**config.mk**
```make
export PLATFORM = sky130hd
export DESIGN_NAME = adm_dma
export DESIGN_NICKNAME = d
export VERILOG_FILES = /design/src/hw/adm_pkg.sv /design/src/hw/adm_dma.sv
export VERILOG_INCLUDE_DIRS = /design/src /design/src/hw
export SDC_FILE = /design/constraint.sdc
export NUM_CORES = 2
export LEC_CHECK = 0
export ABC_CLOCK_PERIOD_IN_PS = 4300
export BUFFER_PORTS_ARGS = -buffer_cell sky130_fd_sc_hd__buf_2
export CAP_MARGIN = 20
export CELL_PAD_IN_SITES_DETAIL_PLACEMENT = 1
export CELL_PAD_IN_SITES_GLOBAL_PLACEMENT = 1
export CORE_MARGIN = 2
export CORE_UTILIZATION = 47
export DETAILED_ROUTE_END_ITERATION = 16
export GPL_TIMING_DRIVEN = 0
export PLACE_DENSITY_LB_ADDON = 0.05
export SLEW_MARGIN = 15
export SYNTH_ARGS = -nofsm -noshare
export SYNTH_HDL_FRONTEND = slang
export SYNTH_SLANG_ARGS = --single-unit
```
**constraint.sdc**
```tcl
create_clock -name core_clk -period 4.3 [get_ports core_clk]
set_input_delay 0.645 -clock core_clk [delete_from_list [all_inputs] [get_ports core_clk]]
set_output_delay 0.645 -clock core_clk [all_outputs]
set_load 0.02 [all_outputs]
```
**src/hw/adm_cfg.svh**
```systemverilog
// offsets, field positions and timing counts of the sampling bus master
`ifndef ADM_CFG_SVH
`define ADM_CFG_SVH
// ----------------------------------------
// register byte offsets
// ----------------------------------------
`define ADM_REG_CTRL    8'h00
`define ADM_REG_CHAN    8'h04
`define ADM_REG_DIV1    8'h08
`define ADM_REG_DIV2    8'h0C
`define ADM_REG_ADDR    8'h10
`define ADM_REG_COUNT   8'h14
`define ADM_REG_REMAIN  8'h18
`define ADM_REG_XFER    8'h1C
`define ADM_REG_STAT    8'h20
`define ADM_REG_MASK    8'h24
`define ADM_REG_OVR     8'h28
// ----------------------------------------
// control fields (mode in bits 2:0)
// ----------------------------------------
`define ADM_CTRL_SCAN   3
`define ADM_CTRL_START  4
`define ADM_CTRL_STOP   5
`define ADM_CTRL_CONT   6
`define ADM_CTRL_DRAIN  7
// ----------------------------------------
// conversion modes and status bits
// ----------------------------------------
`define ADM_MODE_TMR_INT 3'h1
`define ADM_MODE_TMR_DMA 3'h2
`define ADM_MODE_EXT_POL 3'h3
`define ADM_MODE_EXT_INT 3'h4
`define ADM_MODE_EXT_DMA 3'h5
`define ADM_ST_DONE     0
`define ADM_ST_HALF     1
`define ADM_ST_OVR      2
// ----------------------------------------
// timing: 10 MHz core clock, 2 MHz pacer base
// ----------------------------------------
`define ADM_CLK_NS      100
`define ADM_PACER_NS    500
`define ADM_BASE_DIV    (`ADM_PACER_NS / `ADM_CLK_NS)
`define ADM_FIFO_DEPTH  16
`endif

```
**src/hw/adm_pkg.sv**
```systemverilog
// types of the sampling bus master
`default_nettype none
package adm_pkg;
	typedef enum logic [1:0] {
		BUS_IDLE = 2'b00,
		BUS_REQ  = 2'b01,
		BUS_XFER = 2'b10
	} adm_bus_t;
endpackage
`default_nettype wire

```
**src/hw/adm_dma.sv**
```systemverilog
// paced sample acquisition with longword bus-master writes and AXI4-Lite registers
//
// Decided for this implementation: the placing of the registers and the AXI4-Lite register port.
`timescale 1ns/1ps
`default_nettype none
`include "adm_cfg.svh"
module adm_dma (
	input  wire logic        core_clk,
	input  wire logic        rst_b,
	input  wire logic [7:0]  awaddr,
	input  wire logic        awvalid,
	output logic             awready,
	input  wire logic [31:0] wdata,
	input  wire logic [3:0]  wstrb,
	input  wire logic        wvalid,
	output logic             wready,
	output logic [1:0]       bresp,
	output logic             bvalid,
	input  wire logic        bready,
	input  wire logic [7:0]  araddr,
	input  wire logic        arvalid,
	output logic             arready,
	output logic [31:0]      rdata,
	output logic [1:0]       rresp,
	output logic             rvalid,
	input  wire logic        rready,
	output logic             busReq,
	input  wire logic        busGnt,
	output logic             wrValid,
	output logic [31:0]      wrAddr,
	output logic [31:0]      wrData,
	input  wire logic        wrReady,
	output logic             adcStart,
	output logic [3:0]       adcChan,
	input  wire logic        adcDone,
	input  wire logic [11:0] adcData,
	input  wire logic        extTrig,
	output logic             irq
);
	// ----------------------------------------
	// mode decoding
	// ----------------------------------------
	function automatic logic isDmaMode(input logic [2:0] m);
		isDmaMode = (m == `ADM_MODE_TMR_DMA) || (m == `ADM_MODE_EXT_DMA);
	endfunction
	function automatic logic isTmrMode(input logic [2:0] m);
		isTmrMode = (m == `ADM_MODE_TMR_INT) || (m == `ADM_MODE_TMR_DMA);
	endfunction

	// ----------------------------------------
	// state
	// ----------------------------------------
	logic [2:0]  mode, next_mode;
	logic        autoScan, next_autoScan, contMode, next_contMode, running, next_running;
	logic [3:0]  startChan, next_startChan, next_adcChan;
	logic [15:0] div1, next_div1, div2, next_div2, cnt1, next_cnt1, cnt2, next_cnt2;
	logic [31:0] dstAddr, next_dstAddr, curAddr, next_curAddr, xferCnt, next_xferCnt;
	logic [26:0] byteCount, next_byteCount, remain, next_remain, convBytes, next_convBytes;
	logic [2:0]  stat, next_stat, mask, next_mask, baseCnt, next_baseCnt;
	logic [15:0] ovrCnt, next_ovrCnt;
	logic        halfPend, next_halfPend, adcBusy, next_adcBusy;
	logic [15:0] mem [0:`ADM_FIFO_DEPTH-1];
	logic [3:0]  wPtr, next_wPtr, rPtr, next_rPtr;
	logic [4:0]  fCnt, next_fCnt;
	adm_pkg::adm_bus_t busSt, next_busSt;
	logic        awHeld, next_awHeld, wHeld, next_wHeld;
	logic [7:0]  awA, next_awA;
	logic [31:0] wD, next_wD;
	logic        next_awready, next_wready, next_bvalid, next_arready, next_rvalid;
	logic [1:0]  next_bresp, next_rresp;
	logic [31:0] next_rdata, next_wrAddr, next_wrData;
	logic        next_busReq, next_wrValid, next_adcStart, next_irq;
	logic        dmaMode, push, trig, tick1, tick2, baseTick, halfSet;
	logic [26:0] newRemain;
	logic [3:0]  rNext;

	assign dmaMode = isDmaMode(mode);
	assign rNext   = rPtr + 4'h1;
	assign push    = adcDone && adcBusy && (fCnt != 5'h10);

	// ----------------------------------------
	// next-state logic
	// ----------------------------------------
	always_comb begin
		next_mode = mode; next_autoScan = autoScan; next_contMode = contMode;
		next_running = running; next_startChan = startChan; next_adcChan = adcChan;
		next_div1 = div1; next_div2 = div2; next_cnt1 = cnt1; next_cnt2 = cnt2;
		next_dstAddr = dstAddr; next_curAddr = curAddr; next_xferCnt = xferCnt;
		next_byteCount = byteCount; next_remain = remain; next_convBytes = convBytes;
		next_stat = stat; next_mask = mask; next_baseCnt = baseCnt; next_ovrCnt = ovrCnt;
		next_halfPend = halfPend; next_adcBusy = adcBusy;
		next_wPtr = wPtr; next_rPtr = rPtr; next_fCnt = fCnt; next_busSt = busSt;
		next_awHeld = awHeld; next_wHeld = wHeld; next_awA = awA; next_wD = wD;
		next_bvalid = bvalid; next_bresp = bresp; next_rvalid = rvalid;
		next_rresp = rresp; next_rdata = rdata;
		next_busReq = busReq; next_wrValid = wrValid; next_wrAddr = wrAddr;
		next_wrData = wrData; newRemain = remain - 27'h4; halfSet = 1'b0;

		// pacer: 2 MHz base enable, then two cascaded dividers; zero stops it
		baseTick = running && (baseCnt == 3'(`ADM_BASE_DIV - 1));
		tick1 = baseTick && (div1 != 16'h0) && (cnt1 == div1 - 16'h1);
		tick2 = tick1 && (div2 != 16'h0) && (cnt2 == div2 - 16'h1);
		if (running) begin
			next_baseCnt = baseTick ? 3'h0 : baseCnt + 3'h1;
			if (baseTick) next_cnt1 = tick1 ? 16'h0 : cnt1 + 16'h1;
			if (tick1) next_cnt2 = tick2 ? 16'h0 : cnt2 + 16'h1;
		end else begin
			next_baseCnt = 3'h0;
			next_cnt1 = 16'h0;
			next_cnt2 = 16'h0;
		end

		// conversion start; block mode stops issuing once count is covered
		trig = running && !adcBusy && (fCnt < 5'h0F)
			&& (contMode || (convBytes < byteCount))
			&& (isTmrMode(mode) ? tick2 : (mode >= `ADM_MODE_EXT_POL && extTrig));
		next_adcStart = trig;
		if (trig) begin
			next_adcBusy = 1'b1;
			next_convBytes = convBytes + 27'h2;
		end
		if (adcDone) begin
			next_adcBusy = 1'b0;
			// channel advances only after the result is tagged
			if (autoScan) next_adcChan = (adcChan == 4'h0) ? startChan : adcChan - 4'h1;
			else next_adcChan = startChan;
		end
		if (push) begin
			next_wPtr = wPtr + 4'h1;
			next_fCnt = next_fCnt + 5'h1;
		end
		if (arvalid && arready && araddr == `ADM_REG_STAT) next_stat = 3'h0;

		// bus-master sequencer
		case (busSt)
			adm_pkg::BUS_IDLE: begin
				if (running && dmaMode && remain != 27'h0 && fCnt >= 5'h2) begin
					next_busReq = 1'b1;
					next_busSt = adm_pkg::BUS_REQ;
				end
			end
			adm_pkg::BUS_REQ: begin
				if (busGnt) begin
					next_wrValid = 1'b1;
					next_wrAddr = curAddr;
					next_wrData = {mem[rNext], mem[rPtr]};
					next_busSt = adm_pkg::BUS_XFER;
				end
			end
			adm_pkg::BUS_XFER: begin
				if (wrReady) begin
					next_rPtr = rPtr + 4'h2;
					next_fCnt = next_fCnt - 5'h2;
					next_xferCnt = xferCnt + 32'h2;
					next_remain = newRemain;
					next_curAddr = curAddr + 32'h4;
					halfSet = contMode && (newRemain == (byteCount >> 1) || newRemain == 27'h0);
					if (newRemain == 27'h0) begin
						if (contMode) begin
							next_remain = byteCount;
							next_curAddr = dstAddr;
						end else begin
							next_stat[`ADM_ST_DONE] = 1'b1;
							next_running = 1'b0;
						end
					end
					if ((contMode || newRemain != 27'h0) && fCnt >= 5'h4 && running) begin
						next_wrAddr = next_curAddr;
						next_wrData = {mem[rPtr + 4'h3], mem[rPtr + 4'h2]};
					end else begin
						next_wrValid = 1'b0;
						next_busReq = 1'b0;
						next_busSt = adm_pkg::BUS_IDLE;
					end
				end
			end
			default: next_busSt = adm_pkg::BUS_IDLE;
		endcase

		// AXI4-Lite write: address and data taken in either order
		if (awvalid && awready) begin
			next_awHeld = 1'b1;
			next_awA = awaddr;
		end
		if (wvalid && wready) begin
			next_wHeld = 1'b1;
			next_wD = wdata;
		end
		if (bvalid && bready) next_bvalid = 1'b0;
		if (awHeld && wHeld && !bvalid) begin
			next_awHeld = 1'b0;
			next_wHeld = 1'b0;
			next_bvalid = 1'b1;
			next_bresp = 2'b00;
			case (awA)
				`ADM_REG_CTRL: begin
					next_mode = wD[2:0];
					next_autoScan = wD[`ADM_CTRL_SCAN];
					next_contMode = wD[`ADM_CTRL_CONT];
					if (wD[`ADM_CTRL_DRAIN]) next_halfPend = 1'b0;
					if (wD[`ADM_CTRL_START]) begin
						next_running = 1'b1;
						next_remain = byteCount;
						next_curAddr = dstAddr;
						next_convBytes = 27'h0;
						next_xferCnt = 32'h0;
						next_adcChan = startChan;
						next_halfPend = 1'b0;
					end
					if (wD[`ADM_CTRL_STOP]) next_running = 1'b0;
				end
				`ADM_REG_CHAN:  next_startChan = wD[3:0];
				`ADM_REG_DIV1:  next_div1 = wD[15:0];
				`ADM_REG_DIV2:  next_div2 = wD[15:0];
				`ADM_REG_ADDR:  next_dstAddr = wD;
				`ADM_REG_COUNT: next_byteCount = wD[26:0];
				`ADM_REG_MASK:  next_mask = wD[2:0];
				default:        next_bresp = 2'b10;
			endcase
		end
		// half filled at midpoint and wrap; set outranks a same-cycle drain or start
		if (halfSet) begin
			next_stat[`ADM_ST_HALF] = 1'b1;
			next_halfPend = 1'b1;
			if (halfPend) next_ovrCnt = ovrCnt + 16'h1;
			if (halfPend) next_stat[`ADM_ST_OVR] = 1'b1;
		end

		// AXI4-Lite read; status clears on read, a same-cycle event survives
		if (rvalid && rready) next_rvalid = 1'b0;
		if (arvalid && arready) begin
			next_rvalid = 1'b1;
			next_rresp = 2'b00;
			next_rdata = 32'h0;
			case (araddr)
				`ADM_REG_CTRL:   next_rdata = {24'h0, 1'b0, contMode, running, 1'b0, autoScan, mode};
				`ADM_REG_CHAN:   next_rdata = {28'h0, startChan};
				`ADM_REG_DIV1:   next_rdata = {16'h0, div1};
				`ADM_REG_DIV2:   next_rdata = {16'h0, div2};
				`ADM_REG_ADDR:   next_rdata = dstAddr;
				`ADM_REG_COUNT:  next_rdata = {5'h0, byteCount};
				`ADM_REG_REMAIN: next_rdata = {5'h0, remain};
				`ADM_REG_XFER:   next_rdata = xferCnt;
				`ADM_REG_STAT:   next_rdata = {29'h0, stat};
				`ADM_REG_MASK:   next_rdata = {29'h0, mask};
				`ADM_REG_OVR:    next_rdata = {16'h0, ovrCnt};
				default:         next_rresp = 2'b10;
			endcase
		end
		next_awready = !next_awHeld && !next_bvalid;
		next_wready = !next_wHeld && !next_bvalid;
		next_arready = !next_rvalid;
		next_irq = |(next_stat & mask);
	end

	// ----------------------------------------
	// registers
	// ----------------------------------------
	always_ff @(posedge core_clk) begin
		if (!rst_b) begin
			mode <= 3'h0; autoScan <= 1'b0; contMode <= 1'b0; running <= 1'b0;
			startChan <= 4'h0; adcChan <= 4'h0; div1 <= 16'h0; div2 <= 16'h0;
			cnt1 <= 16'h0; cnt2 <= 16'h0; dstAddr <= 32'h0; curAddr <= 32'h0;
			xferCnt <= 32'h0; byteCount <= 27'h0; remain <= 27'h0; convBytes <= 27'h0;
			stat <= 3'h0; mask <= 3'h0; baseCnt <= 3'h0; ovrCnt <= 16'h0;
			halfPend <= 1'b0; adcBusy <= 1'b0; wPtr <= 4'h0; rPtr <= 4'h0; fCnt <= 5'h0;
			busSt <= adm_pkg::BUS_IDLE; awHeld <= 1'b0; wHeld <= 1'b0;
			awA <= 8'h0; wD <= 32'h0; awready <= 1'b0; wready <= 1'b0;
			bvalid <= 1'b0; bresp <= 2'b00; arready <= 1'b0; rvalid <= 1'b0;
			rresp <= 2'b00; rdata <= 32'h0; busReq <= 1'b0; wrValid <= 1'b0;
			wrAddr <= 32'h0; wrData <= 32'h0; adcStart <= 1'b0; irq <= 1'b0;
		end else begin
			mode <= next_mode; autoScan <= next_autoScan; contMode <= next_contMode;
			running <= next_running; startChan <= next_startChan; adcChan <= next_adcChan;
			div1 <= next_div1; div2 <= next_div2; cnt1 <= next_cnt1; cnt2 <= next_cnt2;
			dstAddr <= next_dstAddr; curAddr <= next_curAddr; xferCnt <= next_xferCnt;
			byteCount <= next_byteCount; remain <= next_remain; convBytes <= next_convBytes;
			stat <= next_stat; mask <= next_mask; baseCnt <= next_baseCnt;
			ovrCnt <= next_ovrCnt; halfPend <= next_halfPend; adcBusy <= next_adcBusy;
			wPtr <= next_wPtr; rPtr <= next_rPtr; fCnt <= next_fCnt; busSt <= next_busSt;
			awHeld <= next_awHeld; wHeld <= next_wHeld; awA <= next_awA; wD <= next_wD;
			awready <= next_awready; wready <= next_wready; bvalid <= next_bvalid;
			bresp <= next_bresp; arready <= next_arready; rvalid <= next_rvalid;
			rresp <= next_rresp; rdata <= next_rdata; busReq <= next_busReq;
			wrValid <= next_wrValid; wrAddr <= next_wrAddr; wrData <= next_wrData;
			adcStart <= next_adcStart; irq <= next_irq;
			if (push) mem[wPtr] <= {adcData, adcChan};
		end
	end
endmodule
`default_nettype wire

```
# [Word level (Yosys, flattened, before mapping)]
# Memories as Yosys holds them, arrays and structs flattened. A register that Yosys moved wholly into a read port is not among the register bits.
# Cells that the tools add are included.
[op_classes] muxes=92 eq_ne=31 n_shift=0 div_mod_pow=0 n_bitwise=3 n_lt_le_gt_ge=5 mul=0 n_reduce_logical=73 addsub=17
[op_table] op="$mux W32" n=18
[op_table] op="$pmux W32 S11" n=1
[op_table] op="$mux W27" n=11
[op_table] op="$pmux W32 S2" n=2
[op_table] op="$reduce_bool A27 Y1" n=2
[op_table] op="$add A16 B1 Y16 const B" n=3
[op_table] op="$eq A8 B5 Y1 const B" n=6
[op_table] op="$mux W1" n=36
[op_table] op="$add A32 B2 Y32 const B" n=1
[op_table] op="$add A32 B3 Y32 const B" n=1
[op_table] op="$eq A16 B16 Y1" n=2
[op_table] op="$eq A8 B4 Y1 const B" n=4
[op_table] op="$eq A8 B6 Y1 const B" n=4
[op_table] op="$mux W16" n=2
[op_table] op="$mux W4" n=8
[op_table] op="$reduce_bool A16 Y1" n=2
[op_table] op="$sub A16 B1 Y16 const B" n=2
[op_table] op="$logic_and A1 B1 Y1" n=28
[op_table] op="$add A27 B2 Y27 const B" n=1
[op_table] op="$eq A27 B26 Y1" n=1
[op_table] op="$logic_not A27 Y1" n=1
[op_table] op="$lt A27 B27 Y1" n=1
[op_table] op="$sub A27 B3 Y27 const B" n=1
[op_table] op="$reduce_and A2 Y1" n=10
[op_table] op="38 further kinds" n=73
[totals] latchBits=0 n_memories=1 output_inout_bits=113 rom_bits=0 ramBits=256 input_bits=75 register_bits=448 word_cells=266
[memory_table] memory="mem" depth=16 word_bits=16 read_ports=4 rd_clocked_by_memory_dff=1 wr=1 line="adm_dma.sv:62" text="logic [15:0] mem [0:`ADM_FIFO_DEPTH-1];"

# [Logic depth before layout (Yosys ltp)]
[logic_depth] word_depth=12 mapped_depth=16 depth_no_buf=11

# [Worst setup path before layout]
# Ideal clock, no wire load.
[synth_timing] path_type="input to register" start="in adcDone" end="mem mem[2][0] (enable)" stages=6 setup_slack_ns=0.782 required_ns=3.891 n_path_buf=2 arrival_ns=3.109 setup_time_ns=0.409 path_cell_list="clkbuf_1 > inv_1 > a311oi_1 > clkbuf_1 > nand3_1 > nor3_1"
[synth_between] elab_chain_cells=5
[synth_lines] element="from (decl)" line="adm_dma.sv:35" text="input wire logic adcDone,"
[synth_lines] element="$logic_and A1 B1 Y1 (2 in a row)" line="adm_dma.sv:79" text="assign push = adcDone && adcBusy && (fCnt != 5'h10);"
[synth_lines] element="$mux W1" line="adm_dma.sv:287" text="if (push) mem[wPtr] <= {adcData, adcChan};"
[synth_lines] element="$mux W1" line="adm_dma.sv:260" text="if (!rst_b) begin"
[synth_lines] element="$mux W1 (not written as such)" line="adm_dma.sv:287"
[synth_lines] element="to (decl)" line="adm_dma.sv:62"
# Every way passes these cells.

# [Final worst setup path]
[layout_timing] start="reg remain[3]" end="reg remain[17]"
[layout_between] elab_chain_cells=8 word_cells_on_any_way=9 cone_classes="add/sub: 1; mux: 7; reduce/logical: 1"
[layout_lines] element="from (decl)" line="adm_dma.sv:58" text="logic [26:0] byteCount, next_byteCount, remain, next_remain, convBytes, next_convBytes;"
[layout_lines] element="from (signal assigned)" line="adm_dma.sv:277" text="byteCount <= next_byteCount; remain <= next_remain; convBytes <= next_convBytes;"
[layout_lines] element="$sub A27 B3 Y27 (*)" line="adm_dma.sv:97" text="next_wrData = wrData; newRemain = remain - 27'h4; halfSet = 1'b0;"
[layout_lines] element="$logic_not A27 Y1 / $mux W27 (equally long branches)" line="adm_dma.sv:158, adm_dma.sv:159"
[layout_lines] element="$mux W27 (*)" line="adm_dma.sv:158" text="if (newRemain == 27'h0) begin"
[layout_lines] element="$mux W27 (*)" line="adm_dma.sv:151" text="if (wrReady) begin"
[layout_lines] element="$mux W27 (*)" line="adm_dma.sv:135" text="case (busSt)"
[layout_lines] element="$mux W27" line="adm_dma.sv:201" text="if (wD[`ADM_CTRL_START]) begin"
[layout_lines] element="$mux W27" line="adm_dma.sv:195" text="case (awA)"
[layout_lines] element="$mux W27 (*)" line="adm_dma.sv:190" text="if (awHeld && wHeld && !bvalid) begin"
# Every way passes the cells marked *; elsewhere a longest branch is shown, timed or not.
# A chain may end at the register's enable or synchronous reset.

==> impl_metrics.toml <==
[status]
status = "finished clean"

[route]
drt-total-wl_mm = 140
dr_total_vias = 30800
viasPerCell = 6.31
wl_per_cell_um = 28.6
drc_errors = 0
drt_pre_antenna_iters = 8
first_iter_violations = 2587
postRouteAntennaNets = 0

[timing]
slew_headroom_pct = 23.9
hold_viol_final = 0
worst_pin_slew_ns = 1.14
clock_skew_ns = 0.0524
fin_ws_ns = 0.0608
fmax_mhz = 236
slew_violations = 0
grt_setup_unrepaired = "true"
setup_viol = 0
post-route-min-period_ns = 4.24
hold_slack_ns = 0.233
timing.final.crit_share_pct = 98.6

[place]
gp_congestion = 0.981
portBuffers = 179
dp_hpwl_mm = 104
dp.cells = 4720
pre_cts_slack_ns = -1.12
placed_area_um2 = 37500

[critical_path]
startpoint_type = "flip-flop"
crit_required_ns = 4.84
crit_start = "remain[3]$_SDFF_PN0_"
critPathArrivalTime_ns = 4.78
crit_type = "reg2reg"
setup.worst_path.end_class = "flip-flop"
r2r-start = "remain[3]$_SDFF_PN0_"
cp_max_fo = 10

[synth]
ys_seq_area_share_pct = 47.5
synth_cell_types = 90
synth_flop_cell = "dfxtp_1"
async_flop_share_pct = 0
syn_area_per_cell_um2 = 9.86
ys_ff_latch = 702
syn-instance-count = 3547
yosys_warnings = 0
synth_edf_count = 256
netlist_area_um2 = 35000

[floorplanning]
start_util_pct = 47.2
die_w_um = 277
die_area_um2 = 76600
fp.dieH_um = 277
num_io_pins = 188
row_count = 100
core_um2 = 74100

[finish]
final_area_um2 = 40800
area_growth_pct = 16.6
nets = 3973
fin_util_pct = 55.1
final_cell_count_no_fill = 4887
fill_cells = 8206
drive_gt1_share_pct = 15.2

[grt]
grt_remaining_overflow = 0
grt_pass1_vias = 31900
antenna_found_initial = 6
grt_max_degree = 24
gr-usage-all-layers_pct = 35.7
grt_pass1_wl_mm = 206

[cts]
cts_buffers = 80
insertion_delay_ns = 0.68
cts_tree = "done"
clock-root-buffer = "clkbuf_16"
h-tree-depth = 3
clkTransAtPathRegs_ns = 0.06
cts_sinks = 702
cts_max_path_buffers = 3

[min_path]
worstHoldStart = "wdata[8]"
hold_path_class = "in2reg"

[power_and_ir_drop]
p_per_area_nw_per_um2 = 366
leakage_nw = 14.2
vdd_ir_drop_max_mv = 0.393

[flow_run]
drv_cap = 0
## critical path, cell delays in order (launching register included)
cell and delay [ns]:
dfxtp_1 0.63, inv_1 0.14, ha_1 0.26, clkbuf_2 0.22, or3_1 0.41, o21ai_0 0.18, o21ai_1 0.22, or3_1 0.40
or3_1 0.31, clkbuf_1 0.24, nand2_1 0.33, clkbuf_4 0.37, o22ai_1 0.13, a221oi_2 0.26
## cells in the mapped netlist (19+ instances only)
cell type | number | area (µm²)
o211a_1 | 30 | 300
nor4_1 | 33 | 206
buf_1 | 24 | 90.1
edfxtp_1 | 256 | 7690
a22oi_1 | 69 | 518
a31oi_1 | 22 | 138
o21ai_0 | 107 | 536
dfxtp_1 | 446 | 8930
clkbuf_1 | 206 | 773
xnor2_1 | 82 | 718
buf_2 | 19 | 95.1
a21oi_1 | 363 | 1820
o21a_1 | 22 | 165
mux4_2 | 128 | 2880
nor3_1 | 46 | 230
nor2_1 | 248 | 931
xor2_1 | 81 | 709
inv_1 | 75 | 282
o22ai_1 | 22 | 138
nand3_1 | 112 | 561
a221oi_1 | 20 | 175
nand4_1 | 51 | 319
ha_1 | 49 | 613
and3_1 | 31 | 194
or4_1 | 30 | 225
nand2_1 | 553 | 2080
or3_1 | 39 | 244
mux2i_1 | 120 | 1200
nand2b_1 | 29 | 181
## cell usage in the layout (no fill, tap or decap), types with 49 or more instances in the layout
cell	instances
a21oi_1	363
a22oi_1	69
buf_2	195
clkbuf_1	208
clkbuf_16	82
dfxtp_1	446
edfxtp_1	256
ha_1	49
inv_1	75
mux2i_1	120
mux4_2	128
nand2_1	552
nand3_1	111
nand4_1	51
nor2_1	236
o21ai_0	106
xnor2_1	82
xor2_1	81
## per-stage QoR
stage | TNS [ns] | total power, W
final | 0 | 0.0149
after global routing | -0.217 | 0.0152
after CTS | 0 | 0.0150
after detailed placement | -68.63 | 0.00743
after global placement | -157.42 | 0.00742
after floorplan | 0 | 0.00722
## flip-flops by register name, summed over array words and instances (netlist names), 5 cells and up, named ones only
name       count
awA            8
byteCount     27
cnt1          16
cnt2          16
convBytes     26
curAddr       32
div1          16
div2          16
dstAddr       32
fCnt           5
mem          256
ovrCnt        16
rdata         32
remain        27
wD            32
wrAddr        32
wrData        32
xferCnt       31
## cell type report
cell class	count	area [µm²]	area share, %
multi-input combinational	2512	17200	42.2
sequential	702	16600	40.7
clock buffer	111	2310	5.67
timing repair buffer	221	1430	3.52
tap	969	1210	2.97
buffer	255	1060	2.61
clock inverter	39	647	1.59
inverter	77	289	0.709
antenna	1	2.50	0.00614
## metal layers
metal / global-route usage, % / vias up / share of wire, %
met5: 0 / - / 0.037
met4: 19.0 / 8 / 5.6
met2: 61.3 / 1248 / 49
met3: 5.66 / 387 / 6.6
li1: - / 13600 / -
met1: 43.4 / 15600 / 39
## logic make-up (layout without fill, tap and decap cells)
kind of cell / count (synthesis) / after routing / synth area share, %
AND/OR/NAND/NOR: 1269 / 1269 / 17.0
AO/OA/AOI/OAI: 770 / 770 / 13.7
flip-flops: 702 / 702 / 47.5
buffers and inverters: 334 / 703 / 3.78
multiplexers: 257 / 257 / 12.0
XOR/XNOR: 165 / 165 / 4.21
adder cells (fa/ha/maj): 49 / 49 / 1.75
other: 1 / 3 / 0.0107
## what timing repair did
action                     CTS  global route
pin swaps                    2             6
setup buffers                2             9
gates resized for setup     28            14
setup endpoints to repair  177           140
hold buffers                 0             0
## path summary, 6_finish.rpt
kind | to | slack, ns | cells past startpoint
min | wD[8]$_SDFFE_PN0P_ | 0.23 | 3
max reg2reg | remain[17]$_SDFF_PN0_ | 0.06 | 13
max | remain[17]$_SDFF_PN0_ | 0.06 | 13
min reg2reg | wrData[19]$_SDFFE_PN0P_ | 0.45 | 2
## where the power goes
part           total [W]  leakage (nW)  internal, W  switching, W
sequential       0.00695          5.89      0.00690     0.0000496
clock            0.00763          1.43      0.00454       0.00308
combinational   0.000352          6.90    0.0000819      0.000270
total             0.0149          14.2       0.0115       0.00340
(Power assumes the default switching activity.)
